### src/pkg/interlock_defines.vh
/*
  Shared constants for the chamber safety interlock: register offsets,
  control bit positions, alarm indices, reset values and timing.
  Assumes a 200 MHz core clock and a byte-addressed register port.
*/
`ifndef INTERLOCK_DEFINES_VH
`define INTERLOCK_DEFINES_VH

// Register byte offsets
`define REG_CTRL        8'h00
`define REG_ALARM       8'h04
`define REG_INPUTS      8'h08
`define REG_IRQ_STATUS  8'h0C
`define REG_IRQ_MASK    8'h10
`define REG_OUTPUTS     8'h14

// Control register bits
`define CTRL_HUMIDITY_BIT  0
`define CTRL_LARGE_DEF_BIT 1
`define CTRL_ACK_BIT       2
`define CTRL_RESET         3'h0
`define CTRL_WIDTH         3

// Alarm indices
`define AL_SYS1_OIL      0
`define AL_SYS1_DISCH    1
`define AL_SYS1_COMP     2
`define AL_SYS2_HILO     3
`define AL_SYS2_OIL      4
`define AL_SYS2_DISCH    5
`define AL_SYS2_COMP     6
`define AL_BOILER_TEMP   7
`define AL_BOILER_LEVEL  8
`define AL_RESERVOIR     9
`define IN_DEFROST       10
`define NUM_ALARMS       10
`define NUM_INPUTS       11

// Alarms that force chamber shutdown
`define SHUTDOWN_MASK    10'h1FF
`define ALARM_RESET      10'h000
`define MASK_RESET       10'h000
`define INPUTS_RESET     11'h7FF

// Boiler fill delay
`define FILL_DELAY_MIN   30
`define SEC_PER_MIN      60
`define CLK_HZ           200000000
`define FILL_CNT_WIDTH   40

`endif

### src/hdl/chamber_safety_interlock.v
/*
  Chamber safety interlock: latched trip alarms, boiler fill delay,
  reservoir notification and defrost cascade cooling control, with a
  small register port and a level interrupt.
  Assumes field inputs may be asynchronous and one 200 MHz core clock.
*/
`timescale 1ns/100ps
`include "interlock_defines.vh"


module chamber_safety_interlock #(
  parameter [`FILL_CNT_WIDTH-1:0] FILL_CYCLES =
    `FILL_DELAY_MIN * `SEC_PER_MIN * 40'd`CLK_HZ
) (
  input wire core_clk,
  input wire resetn,
  input wire sys1_oil_pressure_ok,
  input wire sys1_discharge_temp_ok,
  input wire sys1_comp_protect_ok,
  input wire sys2_hilo_pressure_ok,
  input wire sys2_oil_pressure_ok,
  input wire sys2_discharge_temp_ok,
  input wire sys2_comp_protect_ok,
  input wire boiler_overtemp_ok,
  input wire boiler_level_ok,
  input wire reservoir_level_ok,
  input wire defrost_pressure_in,
  input wire alarm_ack,
  input wire sys1_cool_demand,
  input wire cascade_cool_demand,
  input wire pumpdown_request,
  input wire [7:0] reg_addr,
  input wire [31:0] reg_wdata,
  input wire reg_wr,
  input wire reg_rd,
  output reg [31:0] reg_rdata,
  output wire chamber_shutdown,
  output wire alarm_active,
  output wire [`NUM_ALARMS-1:0] alarm_latched,
  output reg sys1_compressor_out,
  output reg cascade_cool_solenoid_out,
  output wire irq
);

  // Synchroniser stages
  reg [`NUM_INPUTS-1:0] in_meta_reg;
  reg [`NUM_INPUTS-1:0] in_sync_reg;
  wire [`NUM_INPUTS-1:0] field_raw;

  // Software state
  reg [`CTRL_WIDTH-1:0] ctrl_reg;
  reg [`NUM_ALARMS-1:0] irq_status_reg;
  reg [`NUM_ALARMS-1:0] irq_status_next;
  reg [`NUM_ALARMS-1:0] irq_mask_reg;

  // Boiler fill timing
  reg humidity_prev_reg;
  reg [`FILL_CNT_WIDTH-1:0] fill_cnt_reg;
  reg fill_expired_reg;
  reg level_reached_reg;
  wire humidity_on;
  wire large_defrost;
  wire boiler_armed;

  // Alarm latches
  wire [`NUM_ALARMS-1:0] tripped;
  wire [`NUM_ALARMS-1:0] set_events;
  wire ack_pulse;
  reg ack_wr_reg;

  function reg_hit;
    input [7:0] addr;
    input [7:0] offset;
    begin
      reg_hit = (addr == offset);
    end
  endfunction

  assign field_raw = {defrost_pressure_in, reservoir_level_ok, boiler_level_ok,
    boiler_overtemp_ok, sys2_comp_protect_ok, sys2_discharge_temp_ok,
    sys2_oil_pressure_ok, sys2_hilo_pressure_ok, sys1_comp_protect_ok,
    sys1_discharge_temp_ok, sys1_oil_pressure_ok};

  // Two-stage input synchroniser
  always @(posedge core_clk)
  begin
    if (!resetn)
    begin
      in_meta_reg <= `INPUTS_RESET;
      in_sync_reg <= `INPUTS_RESET;
    end
    else
    begin
      in_meta_reg <= field_raw;
      in_sync_reg <= in_meta_reg;
    end
  end

  // Control register and acknowledge strobe
  always @(posedge core_clk)
  begin
    if (!resetn)
    begin
      ctrl_reg <= `CTRL_RESET;
      ack_wr_reg <= 1'b0;
    end
    else
    begin
      ack_wr_reg <= reg_wr & reg_hit(reg_addr, `REG_CTRL) & reg_wdata[`CTRL_ACK_BIT];
      if (reg_wr && reg_hit(reg_addr, `REG_CTRL))
      begin
        ctrl_reg[`CTRL_HUMIDITY_BIT] <= reg_wdata[`CTRL_HUMIDITY_BIT];
        ctrl_reg[`CTRL_LARGE_DEF_BIT] <= reg_wdata[`CTRL_LARGE_DEF_BIT];
      end
      ctrl_reg[`CTRL_ACK_BIT] <= 1'b0;
    end
  end

  // Acknowledge from pin or register, one cycle each
  assign ack_pulse = alarm_ack | ack_wr_reg;
  assign humidity_on = ctrl_reg[`CTRL_HUMIDITY_BIT];
  assign large_defrost = ctrl_reg[`CTRL_LARGE_DEF_BIT];

  // Boiler fill delay after humidity turns on
  always @(posedge core_clk)
  begin
    if (!resetn)
    begin
      humidity_prev_reg <= 1'b0;
      fill_cnt_reg <= {`FILL_CNT_WIDTH{1'b0}};
      fill_expired_reg <= 1'b0;
      level_reached_reg <= 1'b0;
    end
    else
    begin
      humidity_prev_reg <= humidity_on;
      if (!humidity_on)
      begin
        fill_cnt_reg <= {`FILL_CNT_WIDTH{1'b0}};
        fill_expired_reg <= 1'b0;
        level_reached_reg <= 1'b0;
      end
      else if (!humidity_prev_reg)
      begin
        fill_cnt_reg <= FILL_CYCLES;
        fill_expired_reg <= 1'b0;
        level_reached_reg <= 1'b0;
      end
      else
      begin
        if (fill_cnt_reg > 1)
          fill_cnt_reg <= fill_cnt_reg - 1'b1;
        else if (fill_cnt_reg == 1)
        begin
          fill_cnt_reg <= {`FILL_CNT_WIDTH{1'b0}};
          fill_expired_reg <= 1'b1;
        end
        if (in_sync_reg[`AL_BOILER_LEVEL])
          level_reached_reg <= 1'b1;
      end
    end
  end

  // Level alarm armed once filled or fill time has run out
  assign boiler_armed = humidity_on & humidity_prev_reg &
    (level_reached_reg | fill_expired_reg);

  // One latch per alarm input
  genvar gi;
  generate
    for (gi = 0; gi < `NUM_ALARMS; gi = gi + 1)
    begin : g_trip
      trip_latch #(
        .NEED_RESTORE((gi == `AL_BOILER_LEVEL || gi == `AL_RESERVOIR) ? 0 : 1)
      ) u_trip (
        .core_clk(core_clk),
        .resetn(resetn),
        .ok_in(in_sync_reg[gi]),
        .arm((gi == `AL_BOILER_LEVEL) ? boiler_armed : 1'b1),
        .ack(ack_pulse),
        .tripped(tripped[gi]),
        .set_event(set_events[gi])
      );
    end
  endgenerate

  assign alarm_latched = tripped;
  // Shutdown from shutdown-class alarms only, reservoir excluded
  assign chamber_shutdown = |(tripped & `SHUTDOWN_MASK);
  assign alarm_active = |tripped;

  // Defrost cascade cooling control
  always @(posedge core_clk)
  begin
    if (!resetn)
    begin
      sys1_compressor_out <= 1'b0;
      cascade_cool_solenoid_out <= 1'b0;
    end
    else
    begin
      cascade_cool_solenoid_out <= cascade_cool_demand &
        (in_sync_reg[`IN_DEFROST] | ~large_defrost);
      sys1_compressor_out <= pumpdown_request |
        (sys1_cool_demand & ~chamber_shutdown &
        (in_sync_reg[`IN_DEFROST] | large_defrost));
    end
  end

  // Sticky interrupt status, set wins over clear-on-read
  always @*
  begin
    irq_status_next = irq_status_reg;
    if (reg_rd && reg_hit(reg_addr, `REG_IRQ_STATUS))
      irq_status_next = `ALARM_RESET;
    irq_status_next = irq_status_next | set_events;
  end

  always @(posedge core_clk)
  begin
    if (!resetn)
    begin
      irq_status_reg <= `ALARM_RESET;
      irq_mask_reg <= `MASK_RESET;
    end
    else
    begin
      irq_status_reg <= irq_status_next;
      if (reg_wr && reg_hit(reg_addr, `REG_IRQ_MASK))
        irq_mask_reg <= reg_wdata[`NUM_ALARMS-1:0];
    end
  end

  assign irq = |(irq_status_reg & irq_mask_reg);

  // Read data one cycle after the strobe, zero otherwise
  always @(posedge core_clk)
  begin
    if (!resetn)
      reg_rdata <= 32'h0000_0000;
    else if (reg_rd)
    begin
      case (reg_addr)
        `REG_CTRL:
          reg_rdata <= {29'h0000_0000, ctrl_reg};
        `REG_ALARM:
          reg_rdata <= {22'h00_0000, tripped};
        `REG_INPUTS:
          reg_rdata <= {21'h00_0000, in_sync_reg};
        `REG_IRQ_STATUS:
          reg_rdata <= {22'h00_0000, irq_status_reg};
        `REG_IRQ_MASK:
          reg_rdata <= {22'h00_0000, irq_mask_reg};
        `REG_OUTPUTS:
          reg_rdata <= {25'h000_0000, fill_expired_reg, level_reached_reg, irq,
            alarm_active, chamber_shutdown, cascade_cool_solenoid_out, sys1_compressor_out};
        default:
          reg_rdata <= 32'h0000_0000;
      endcase
    end
    else
      reg_rdata <= 32'h0000_0000;
  end

endmodule // chamber_safety_interlock

### src/hdl/trip_latch.v
/*
  One latched safety alarm.
  Assumes ok_in is already synchronised and ack is a one-cycle pulse.
*/
`timescale 1ns/100ps
`include "interlock_defines.vh"

module trip_latch #(
  parameter NEED_RESTORE = 1
) (
  input wire core_clk,
  input wire resetn,
  input wire ok_in,
  input wire arm,
  input wire ack,
  output wire tripped,
  output wire set_event
);

  reg latched_reg;
  wire set_cond;
  wire clear_cond;

  // Trip on low level while evaluation is armed
  assign set_cond = arm & ~ok_in;
  // Release by acknowledge, with input restored where required
  assign clear_cond = ack & (ok_in | (NEED_RESTORE == 0));
  assign set_event = set_cond & ~latched_reg;
  assign tripped = latched_reg;

  always @(posedge core_clk)
  begin
    if (!resetn)
      latched_reg <= 1'b0;
    else if (set_cond)
      latched_reg <= 1'b1;
    else if (clear_cond)
      latched_reg <= 1'b0;
  end

endmodule // trip_latch

### config.mk
export PLATFORM = sky130hd
export DESIGN_NAME = chamber_safety_interlock
export DESIGN_NICKNAME = d
export VERILOG_FILES = /design/src/hdl/chamber_safety_interlock.v /design/src/hdl/trip_latch.v
export VERILOG_INCLUDE_DIRS = /design/src /design/src/pkg
export SDC_FILE = /design/constraint.sdc
export NUM_CORES = 1
export LEC_CHECK = 0
export BUFFER_PORTS_ARGS = -buffer_cell sky130_fd_sc_hd__buf_4
export CAP_MARGIN = 20
export CORE_ASPECT_RATIO = 1.5
export CORE_UTILIZATION = 51
export DETAILED_ROUTE_END_ITERATION = 10
export HOLD_SLACK_MARGIN = 0.08
export PLACE_DENSITY = 0.76
export SETUP_SLACK_MARGIN = 0.05
export SLEW_MARGIN = 15
export SYNTH_ARGS = -nofsm -noshare
export SYNTH_HDL_FRONTEND = slang
export SYNTH_SLANG_ARGS = --single-unit
### constraint.sdc
create_clock -name core_clk -period 3.5 [get_ports core_clk]
set_input_delay 0.35 -clock core_clk [delete_from_list [all_inputs] [get_ports core_clk]]
set_output_delay 0.35 -clock core_clk [all_outputs]
set_load 0.005 [all_outputs]
Yosys cells after proc, flatten, opt, wreduce, memory -nomap -nowiden
Cells that the tools add are included.

Bitwise logic cells: 56. Equal/unequal tests: 16. $lt $le $gt $ge: 1. Add/subtract/negate cells: 1. Reduce and logical (&&, ||, !) cells: 13. Muxes and demuxes: 24.

Operators by type and width (count): $mux 40 (2); $pmux 11 s6 (1); $eq 40x1->1 const B (1); $gt 40x1->1 const B (1); $sub 40x1->40 const B (1); $mux 39 (1); $and 1x1->1 (26); $not 1->1 (23); $reduce_or 10->1 (2); $mux 1 (19); $ne 2x1->1 const B (9); $eq 8x4->1 const B (2); $eq 8x5->1 const B (2); $and 10x10->10 (1); $mux 10 (1); $or 10x10->10 (1); $reduce_or 9->1 (1); $eq 8x3->1 const B (1); $logic_not 8->1 (1); $reduce_and 2->1 (3); $or 1x1->1 (5); $reduce_bool 2->1 (2); $logic_and 1x1->1 (3); $ne 3x1->1 const B (1); $reduce_and 3->1 (1).

Flip-flop bits (word level): 133. Input port bits: 59. Output and inout bits: 47. Word-level logic and storage cells: 136.

Depth between registers and ports, before layout
Gate-level depths: netlist of run 1.

Depth after elaboration: 5. Depth in mapped cells: 9.

By module
Synthesis of run 1 repeated with hierarchy kept, for this count alone.

Cell total of the unflattened synthesis: 550. Area total of the unflattened synthesis: 4992.3 um^2.

Modules (own cells, without submodules): chamber_safety_interlock (cells each 500, times used 1, seq. area each 2021.9 um^2, area each 4481.8 um^2); trip_latch at g_trip[0].u_trip ... (cells each 5, times used 8, seq. area each 20.0 um^2, area each 50.0 um^2); trip_latch at g_trip[8].u_trip ... (cells each 5, times used 2, seq. area each 20.0 um^2, area each 55.1 um^2).

Worst setup path after synthesis of run 1
OpenSTA, ideal clock, no wires.

Kind: reg-to-reg. From: register fill_cnt_reg[27]. To: register fill_cnt_reg[0]. Required time: 3383 ps. Setup slack: 1068 ps. Stages on the path, launching flop included: 10. Arrival time: 2315 ps. Setup time: 117 ps. Cell sequence: dfxtp_1 or4_4 or3_1 buf_6 nor4_4 buf_4 nand3_1 nand3_2 buf_2 nor2_1.

Word-level cells in the longest chain between the ends: 2. Elaborated cells on any way between the ends: 4.

RTL lines: start, declared (RTL line chamber_safety_interlock.v:58) `` reg [`FILL_CNT_WIDTH-1:0] fill_cnt_reg; ``; start signal, assigned (RTL line chamber_safety_interlock.v:130) `` fill_cnt_reg <= {`FILL_CNT_WIDTH{1'b0}}; ``; start signal, assigned (RTL line chamber_safety_interlock.v:139) `` fill_cnt_reg <= {`FILL_CNT_WIDTH{1'b0}}; ``; start signal, assigned (RTL line chamber_safety_interlock.v:152) `fill_cnt_reg <= fill_cnt_reg - 1'b1;`; $gt 40x1->1 / $eq 40x1->1 (equally long branches) (RTL line chamber_safety_interlock.v:151, chamber_safety_interlock.v:153); $mux 40 / $reduce_bool 2->1 (equally long branches).

Several ways; a longest one is shown, not always the timed one. A chain may end at the register's enable or synchronous reset.

Final worst setup path of run 1
From: register fill_cnt_reg[27]. To: register fill_cnt_reg[36].

Word-level cells in the longest chain between the ends: 3. Elaborated cells on any way between the ends: 6.

RTL lines: $sub 40x1->40 / $gt 40x1->1 (equally long branches) (RTL line chamber_safety_interlock.v:152, chamber_safety_interlock.v:151); $mux 40 (RTL line chamber_safety_interlock.v:151) `if (fill_cnt_reg > 1)`; $mux 39 (RTL line chamber_safety_interlock.v:143) `else if (!humidity_prev_reg)`.

Several ways; a longest one is shown, not always the timed one.

==> flow_summary.json, run 1 <==
{
  "fillers": 832,
  "antennaDiodeCount": 0,
  "core_sq_mm": 0.00925,
  "synth_async_sr_flop_share_pct": 0,
  "timing.critical_path.slowest_cell_delay_ns": 0.56,
  "antenna_found_initial": 0,
  "number_of_levels_in_the_clock_h_tree": 3,
  "syn_inst": 547,
  "gp_congestion": 0.909,
  "tightest_slew_ns": 0.870,
  "row_cnt": 43,
  "detail_route.wirelength_mm": 11.0,
  "rsz0062_at_grt": "false",
  "clock-skew-final_ns": 0.00911,
  "first_pass_iters": 7,
  "cts.repair_timing.setup_buffer_count": 0,
  "timing_max_transition_violations_final": 0,
  "post_route_cells_drive_above_1_share_pct": 17.2,
  "routedWlPerCell_um": 15.5,
  "critPathCaptureType": "register",
  "finish.net_count": 654,
  "part_of_the_yosys_area_used_for_sequential_elements_pct": 45.5,
  "fin_crit_ns": 2.80,
  "power_density_mw_per_mm2": 436,
  "ctsResizeCount": 0,
  "first_pass_grt_wire_length_mm": 17.3,
  "overflow": 0,
  "cts_max_path_buffers": 2,
  "ctsRootBufferMaster": "sky130_fd_sc_hd__clkbuf_16",
  "via_per_inst": 5.67,
  "worstSetupPathType": "reg -> reg",
  "floorplan.initialDensity_pct": 52.8,
  "post_cts_hold_buffer_count": 0,
  "total_leakage_power_nw": 2.23,
  "clock_transition_at_the_registers_of_the_reported_paths_ns": 0.08,
  "timing.critical_path.cells": "or4_4 > or3_1 > nor4_4 > o211ai_1 > o21ai_2 > a21oi_1",
  "hpwl_mm": 8.06,
  "number_of_global_route_vias_before_repair": 3788,
  "setup-violations-final": 0,
  "synth_ff_type": "sky130_fd_sc_hd__dfxtp_1",
  "globalRouteTotalUtil_pct": 22.7,
  "clkLatencyLatePin_ns": 0.35,
  "drt_iter0_drc": 210,
  "min_period_over_period_pct": 79.9,
  "die_area_sq_mm": 0.00998,
  "io_pins": 106,
  "timing.slew.headroom_pct": 41.8,
  "cp.required_ns": 3.72,
  "synth-edff-count": 0,
  "outcome": "completed",
  "regToRegSetupSlack_ns": 0.70,
  "ys_ff_latch": 111,
  "route.vias.total": 4027,
  "detail_route.drc_violations": 0,
  "synthToLayoutAreaGrowth_pct": 14.2,
  "syn-cell-area_sq_mm": 0.00489,
  "numPlacedInstances": 694,
  "number_of_distinct_standard_cells_referenced_by_the_synthesized_netlist": 57,
  "maxClockFrequency_mhz": 357,
  "ys_warn_count": 0,
  "postSynthAreaPerCell_sq_um": 8.93,
  "worst-endpoint-arrival_ns": 3.01,
  "setup_tns_ns": 0,
  "maximum_fanout_count_along_the_critical_path": 7,
  "max-vdd-ir-drop_uv": 337,
  "tritoncts": "done",
  "grt_max_degree": 60,
  "cts_sinks": 111,
  "die_y_extent_um": 122,
  "stdcell_count": 710,
  "cts_buffers": 9,
  "start_kind": "register",
  "report.power.total_mw": 2.43,
  "largest_register_ff_count": 40,
  "finalHoldViolations": 0,
  "reported_max_cap_violation_count": 0,
  "worst_path_max_delay_cell": "sky130_fd_sc_hd__or4_4",
  "io_buffers": 62,
  "die-width_um": 81.9,
  "antenna_left": 0,
  "min-delay-path-class": "in -> reg"
}
## layout make-up
cell class,instances,area [sq um],share of cell area (%)
tap,112,140,2.51
clock buffer,9,225,4.04
multi-input combinational,398,2390,42.9
clock inverter,7,73.8,1.32
timing repair buffer,67,503,9.01
sequential,111,2220,39.8
inverter,6,22.5,0.404
## where the power goes
group	internal, mW	switching [mW]
Clock	0.506	0.498
Sequential	1.28	0.0181
Combinational	0.0655	0.0592
## cell families after synthesis
logic type / after synthesis / synth area share, %
AO/OA/AOI/OAI: 100 / 13.9
XOR/XNOR: 31 / 5.56
adder cells (fa/ha/maj): 2 / 0.512
buffers and inverters: 58 / 7.20
flip-flops: 111 / 45.5
multiplexers: 8 / 1.74
other: 1 / 0.0768
AND/OR/NAND/NOR: 236 / 25.6
## worst max-delay path: cells and delay by family, from the launching register on
kind	cells	cell delay, ns
AOI/OAI and AO/OA	3	0.73
DFF	1	0.36
and+or+nand+nor	3	1.56
## per-stage QoR
step / util, % / hold slack [ns] / worst slack (ns) / area (sq um)
CTS: 60.3 / 0.161 / 0.682 / 5580
global placement: 57.1 / 0.388 / 0.747 / 5280
global route: 60.3 / 0.166 / 0.513 / 5580
detailed placement: 57.1 / 0.392 / 0.698 / 5280
floorplan: - / 0.386 / 1.07 / 4960
finish: 60.3 / 0.176 / 0.702 / 5580
## synthesized netlist by cell type, types with 9 or more instances
cell type / n / area, sq um
sky130_fd_sc_hd__nand2_1: 48 / 180
sky130_fd_sc_hd__nor3_1: 18 / 90.1
sky130_fd_sc_hd__buf_4: 33 / 248
sky130_fd_sc_hd__nor4_1: 10 / 62.6
sky130_fd_sc_hd__a21oi_1: 34 / 170
sky130_fd_sc_hd__or3_1: 11 / 68.8
sky130_fd_sc_hd__dfxtp_1: 111 / 2220
sky130_fd_sc_hd__xnor2_1: 29 / 254
sky130_fd_sc_hd__clkbuf_1: 16 / 60.1
sky130_fd_sc_hd__nor2_1: 56 / 210
sky130_fd_sc_hd__nand2b_1: 24 / 150
sky130_fd_sc_hd__a21boi_0: 19 / 143
sky130_fd_sc_hd__nor2b_1: 15 / 93.8
sky130_fd_sc_hd__o21ai_0: 9 / 45.0
sky130_fd_sc_hd__nand3_1: 18 / 90.1
## per-layer routing
metal	GRT usage (%)	part of all wire, %	routed length (um)
met1	22.9	38	4170
met2	43.2	55	6040
met3	4.42	4.8	535
met4	9.98	2.7	295
met5	0	0	0
## placed cells by master, fill, tap and decap left out, types with 6 or more instances in the layout
cell type / netlist / layout
sky130_fd_sc_hd__inv_1: 6 / 6
sky130_fd_sc_hd__nor2b_1: 15 / 15
sky130_fd_sc_hd__clkbuf_16: 0 / 9
sky130_fd_sc_hd__nand2_1: 48 / 48
sky130_fd_sc_hd__or3_1: 11 / 11
sky130_fd_sc_hd__dfxtp_1: 111 / 111
sky130_fd_sc_hd__a21boi_0: 19 / 19
sky130_fd_sc_hd__nor4_1: 10 / 10
sky130_fd_sc_hd__a21oi_1: 34 / 34
sky130_fd_sc_hd__xnor2_1: 29 / 29
sky130_fd_sc_hd__nand3_1: 18 / 18
sky130_fd_sc_hd__a222oi_1: 6 / 6
sky130_fd_sc_hd__o21ai_0: 9 / 9
sky130_fd_sc_hd__conb_1: 1 / 21
sky130_fd_sc_hd__nor2_1: 56 / 56
sky130_fd_sc_hd__nor3_1: 18 / 18
sky130_fd_sc_hd__buf_4: 33 / 67
sky130_fd_sc_hd__nand2b_1: 24 / 24
## final timing paths
kind,startpoint,end,cells past startpoint
setup reg to reg,fill_cnt_reg[27],fill_cnt_reg[36],6
hold / removal,sys2_discharge_temp_ok,in_meta_reg[5],2
setup / recovery,fill_cnt_reg[27],fill_cnt_reg[36],6
hold reg to reg,in_meta_reg[7],in_sync_reg[7],1
Note: power is estimated with default switching activity, not from simulation.
==> run 2, diff against run 1 <==
- ABC_AREA: not set -> 1
- CORE_UTILIZATION: 51 -> 50
- clock period: 3.5 -> 2.4 ns (I/O delays scaled with it)
==> run 2 against run 1 <==
  * Flip-flop and latch count unchanged
  * Setup slack lost 0.26 ns
  * Cell area grew 12%
  * First-iteration DRC count rose by 15%
  * Synthesized area increased by 10%
==> flow_summary.json, run 2 <==
{
  "number_of_levels_in_the_clock_h_tree": 3,
  "worst-endpoint-arrival_ns": 2.19,
  "timing.slew.headroom_pct": 45.4,
  "portion_of_synthesized_cell_area_occupied_by_the_leading_cell_type_pct": 41.2,
  "outcome": "completed",
  "grt_max_degree": 29,
  "power_density_mw_per_mm2": 574,
  "numPlacedInstances": 920,
  "setup-violations-final": 0,
  "rsz0062_at_grt": "false",
  "finalHoldViolations": 0,
  "worstSetupPathType": "reg -> reg",
  "cts_buffers": 9,
  "min-delay-path-class": "in -> reg",
  "start_kind": "register",
  "synth_xor_xnor_area_share_pct": 3.41,
  "critPathCaptureType": "register",
  "synth-edff-count": 0,
  "cts.repair_timing.setup_buffer_count": 0,
  "reported_max_cap_violation_count": 0,
  "overflow": 0,
  "die_area_sq_mm": 0.0112,
  "stdcell_area_sq_mm": 0.00624,
  "io_pins": 106,
  "postSynthAreaPerCell_sq_um": 7.34,
  "finish.net_count": 859,
  "whs_endpoint": "sys1_compressor_out",
  "number_of_distinct_standard_cells_referenced_by_the_synthesized_netlist": 38,
  "antenna_found_initial": 0,
  "ys_warn_count": 0,
  "cts_sinks": 111,
  "synthAdderAreaFrac_pct": 0.464,
  "syn-cell-area_sq_mm": 0.00540,
  "crit_family": "simple AND/OR/NAND/NOR gates",
  "layout.cells.most_common_list": "sky130_fd_sc_hd__nand2_1, sky130_fd_sc_hd__dfxtp_1, sky130_fd_sc_hd__nor2_1, sky130_fd_sc_hd__buf_4, sky130_fd_sc_hd__inv_1",
  "floorplan.initialDensity_pct": 51.2,
  "synth_top_area_cell": "sky130_fd_sc_hd__dfxtp_1",
  "core_sq_mm": 0.0105,
  "cp.required_ns": 2.63,
  "worst_path_max_delay_cell": "sky130_fd_sc_hd__ha_1",
  "mostFrequentLayoutCell": "sky130_fd_sc_hd__nand2_1",
  "post-synth-top-count-cell": "sky130_fd_sc_hd__nand2_1",
  "ys_ff_latch": 111,
  "synth_ff_type": "sky130_fd_sc_hd__dfxtp_1",
  "largest_register_ff_count": 40,
  "via_per_inst": 5.15,
  "io_buffers": 62,
  "routedWlPerCell_um": 14.4,
  "first_pass_grt_wire_length_mm": 21.9,
  "holdPathStages": 2,
  "tritoncts": "done",
  "setup_tns_ns": 0,
  "synth_async_sr_flop_share_pct": 0,
  "route.vias.total": 4873,
  "die-width_um": 86.8,
  "hold_path_startpoint": "pumpdown_request",
  "fin_crit_ns": 1.96,
  "grt.busiest_layer": "met2",
  "timing.critical_path.cells": "inv_1 > ha_1 > nand2_1 > nor2_4 > nand2_2 > nand2_4 > buf_4 > nor3_1",
  "clkLatencyLatePin_ns": 0.35,
  "worst-path-buf-inv": 2,
  "maxClockFrequency_mhz": 511,
  "gp_congestion": 0.944,
  "multiInputGateArea_sq_mm": 0.00266,
  "syn_inst": 735,
  "post_dp_cell_area_sq_mm": 0.00584,
  "register_area_sq_mm": 0.00222,
  "drt_iter0_drc": 242,
  "timing.critical_path.slowest_cell_delay_ns": 0.34,
  "regToRegSetupSlack_ns": 0.44,
  "crit-reg2reg-capture": "fill_cnt_reg[22]",
  "synthToLayoutAreaGrowth_pct": 15.7,
  "timing_max_transition_violations_final": 0,
  "timing.rr.start": "fill_cnt_reg[0]",
  "row_cnt": 46,
  "clock_transition_at_the_registers_of_the_reported_paths_ns": 0.08,
  "die_y_extent_um": 129,
  "synth_top_cells_by_count": "sky130_fd_sc_hd__nand2_1, sky130_fd_sc_hd__dfxtp_1, sky130_fd_sc_hd__nor2_1",
  "synth_top_family_by_area": "simple AND/OR/NAND/NOR gates",
  "yosys-mux-area-fraction_pct": 0,
  "total_leakage_power_nw": 2.97,
  "part_of_the_yosys_area_used_for_sequential_elements_pct": 41.2,
  "synth-compound-area-share_pct": 9.25,
  "synth-simple-area-share_pct": 34.6,
  "hpwl_mm": 10.2,
  "number_of_global_route_vias_before_repair": 4802,
  "clock-skew-final_ns": 0.00953,
  "groute.layer.met2.usage_pct": 47.8,
  "first_pass_iters": 5,
  "max-vdd-ir-drop_uv": 294,
  "netlist_top_cells_area": "sky130_fd_sc_hd__dfxtp_1, sky130_fd_sc_hd__nand2_1, sky130_fd_sc_hd__nor2_1",
  "gr-usage-met3_pct": 3.76,
  "cts_max_path_buffers": 2,
  "met1_usage_pct": 24.8,
  "tightest_slew_ns": 0.816,
  "globalRouteTotalUtil_pct": 25.4,
  "ctsRootBufferMaster": "sky130_fd_sc_hd__clkbuf_16",
  "stdcell_count": 947,
  "antenna_left": 0,
  "min_period_over_period_pct": 81.6,
  "post_route_cells_drive_above_1_share_pct": 20.5,
  "worst_r2r_path_depth": 8,
  "maximum_fanout_count_along_the_critical_path": 19,
  "detail_route.wirelength_mm": 13.6,
  "detail_route.drc_violations": 0,
  "fillers": 960,
  "antennaDiodeCount": 0
}
==> run 2: worst max path at each step <==
stage / from / to / slack (ns) / cells after the start
floorplan: fill_cnt_reg[0] / fill_cnt_reg[16] / 0.79 / 10
global placement: fill_cnt_reg[0] / fill_cnt_reg[11] / 0.54 / 8
detailed placement: fill_cnt_reg[0] / fill_cnt_reg[22] / 0.46 / 8
CTS: fill_cnt_reg[0] / fill_cnt_reg[22] / 0.45 / 8
global route: fill_cnt_reg[0] / fill_cnt_reg[22] / 0.29 / 8
finish: fill_cnt_reg[0] / fill_cnt_reg[22] / 0.44 / 8
==> run 2: where the power goes <==
part           switching [mW]  total (mW)  internal (mW)
logic                  0.0966       0.198          0.102
clock network           0.752        1.49          0.735
registers              0.0217        1.90           1.87
==> run 2: worst register-to-register path: cells and delay by family (launching register included) <==
family                     cells  cell delay (ns)
adders and majority gates      1             0.34
buffers and inverters          2             0.40
and+or+nand+nor                5             0.77
DFF                            1             0.33
==> run 2: layout make-up <==
class / instances / share of cell area (%)
Multi-Input combinational cell: 527 / 42.5
Sequential cell: 111 / 35.6
Timing Repair Buffer: 80 / 10.1
Inverter: 69 / 4.19
Clock buffer: 9 / 3.61
Tap cell: 144 / 2.89
Clock inverter: 7 / 1.12
==> run 2: repair_timing <==
item                                   4_1_cts  5_1_grt
hold buffers                                11        0
endpoints found under the hold margin       11        0
resized for setup                            0        0
==> run 2: cell families after synthesis <==
| group | after synthesis |
|---|---|
| AOI/OAI and AO/OA | 96 |
| xor gates and xnor gates | 21 |
| adders and majority gates | 2 |
| buffers and inverters | 117 |
| DFF | 111 |
| other | 1 |
| and+or+nand+nor | 387 |
==> run 2: per-stage QoR <==
step                util [%]  hold slack, ns  setup WS [ns]  total power [mW]
CTS                     59.3           0.101          0.448              3.60
detailed placement      55.4           0.397          0.463              2.12
global placement        55.4           0.396          0.540              2.11
global route            59.3           0.108          0.294              3.70
finish                  59.3           0.108          0.443              3.58
floorplan                  -           0.347          0.795              2.05
==> run 2: layer usage <==
metal,wire length [um],vias up
met5,0,-
met4,886,0
met3,707,55
met2,7210,198
met1,4830,2202
li1,-,2418
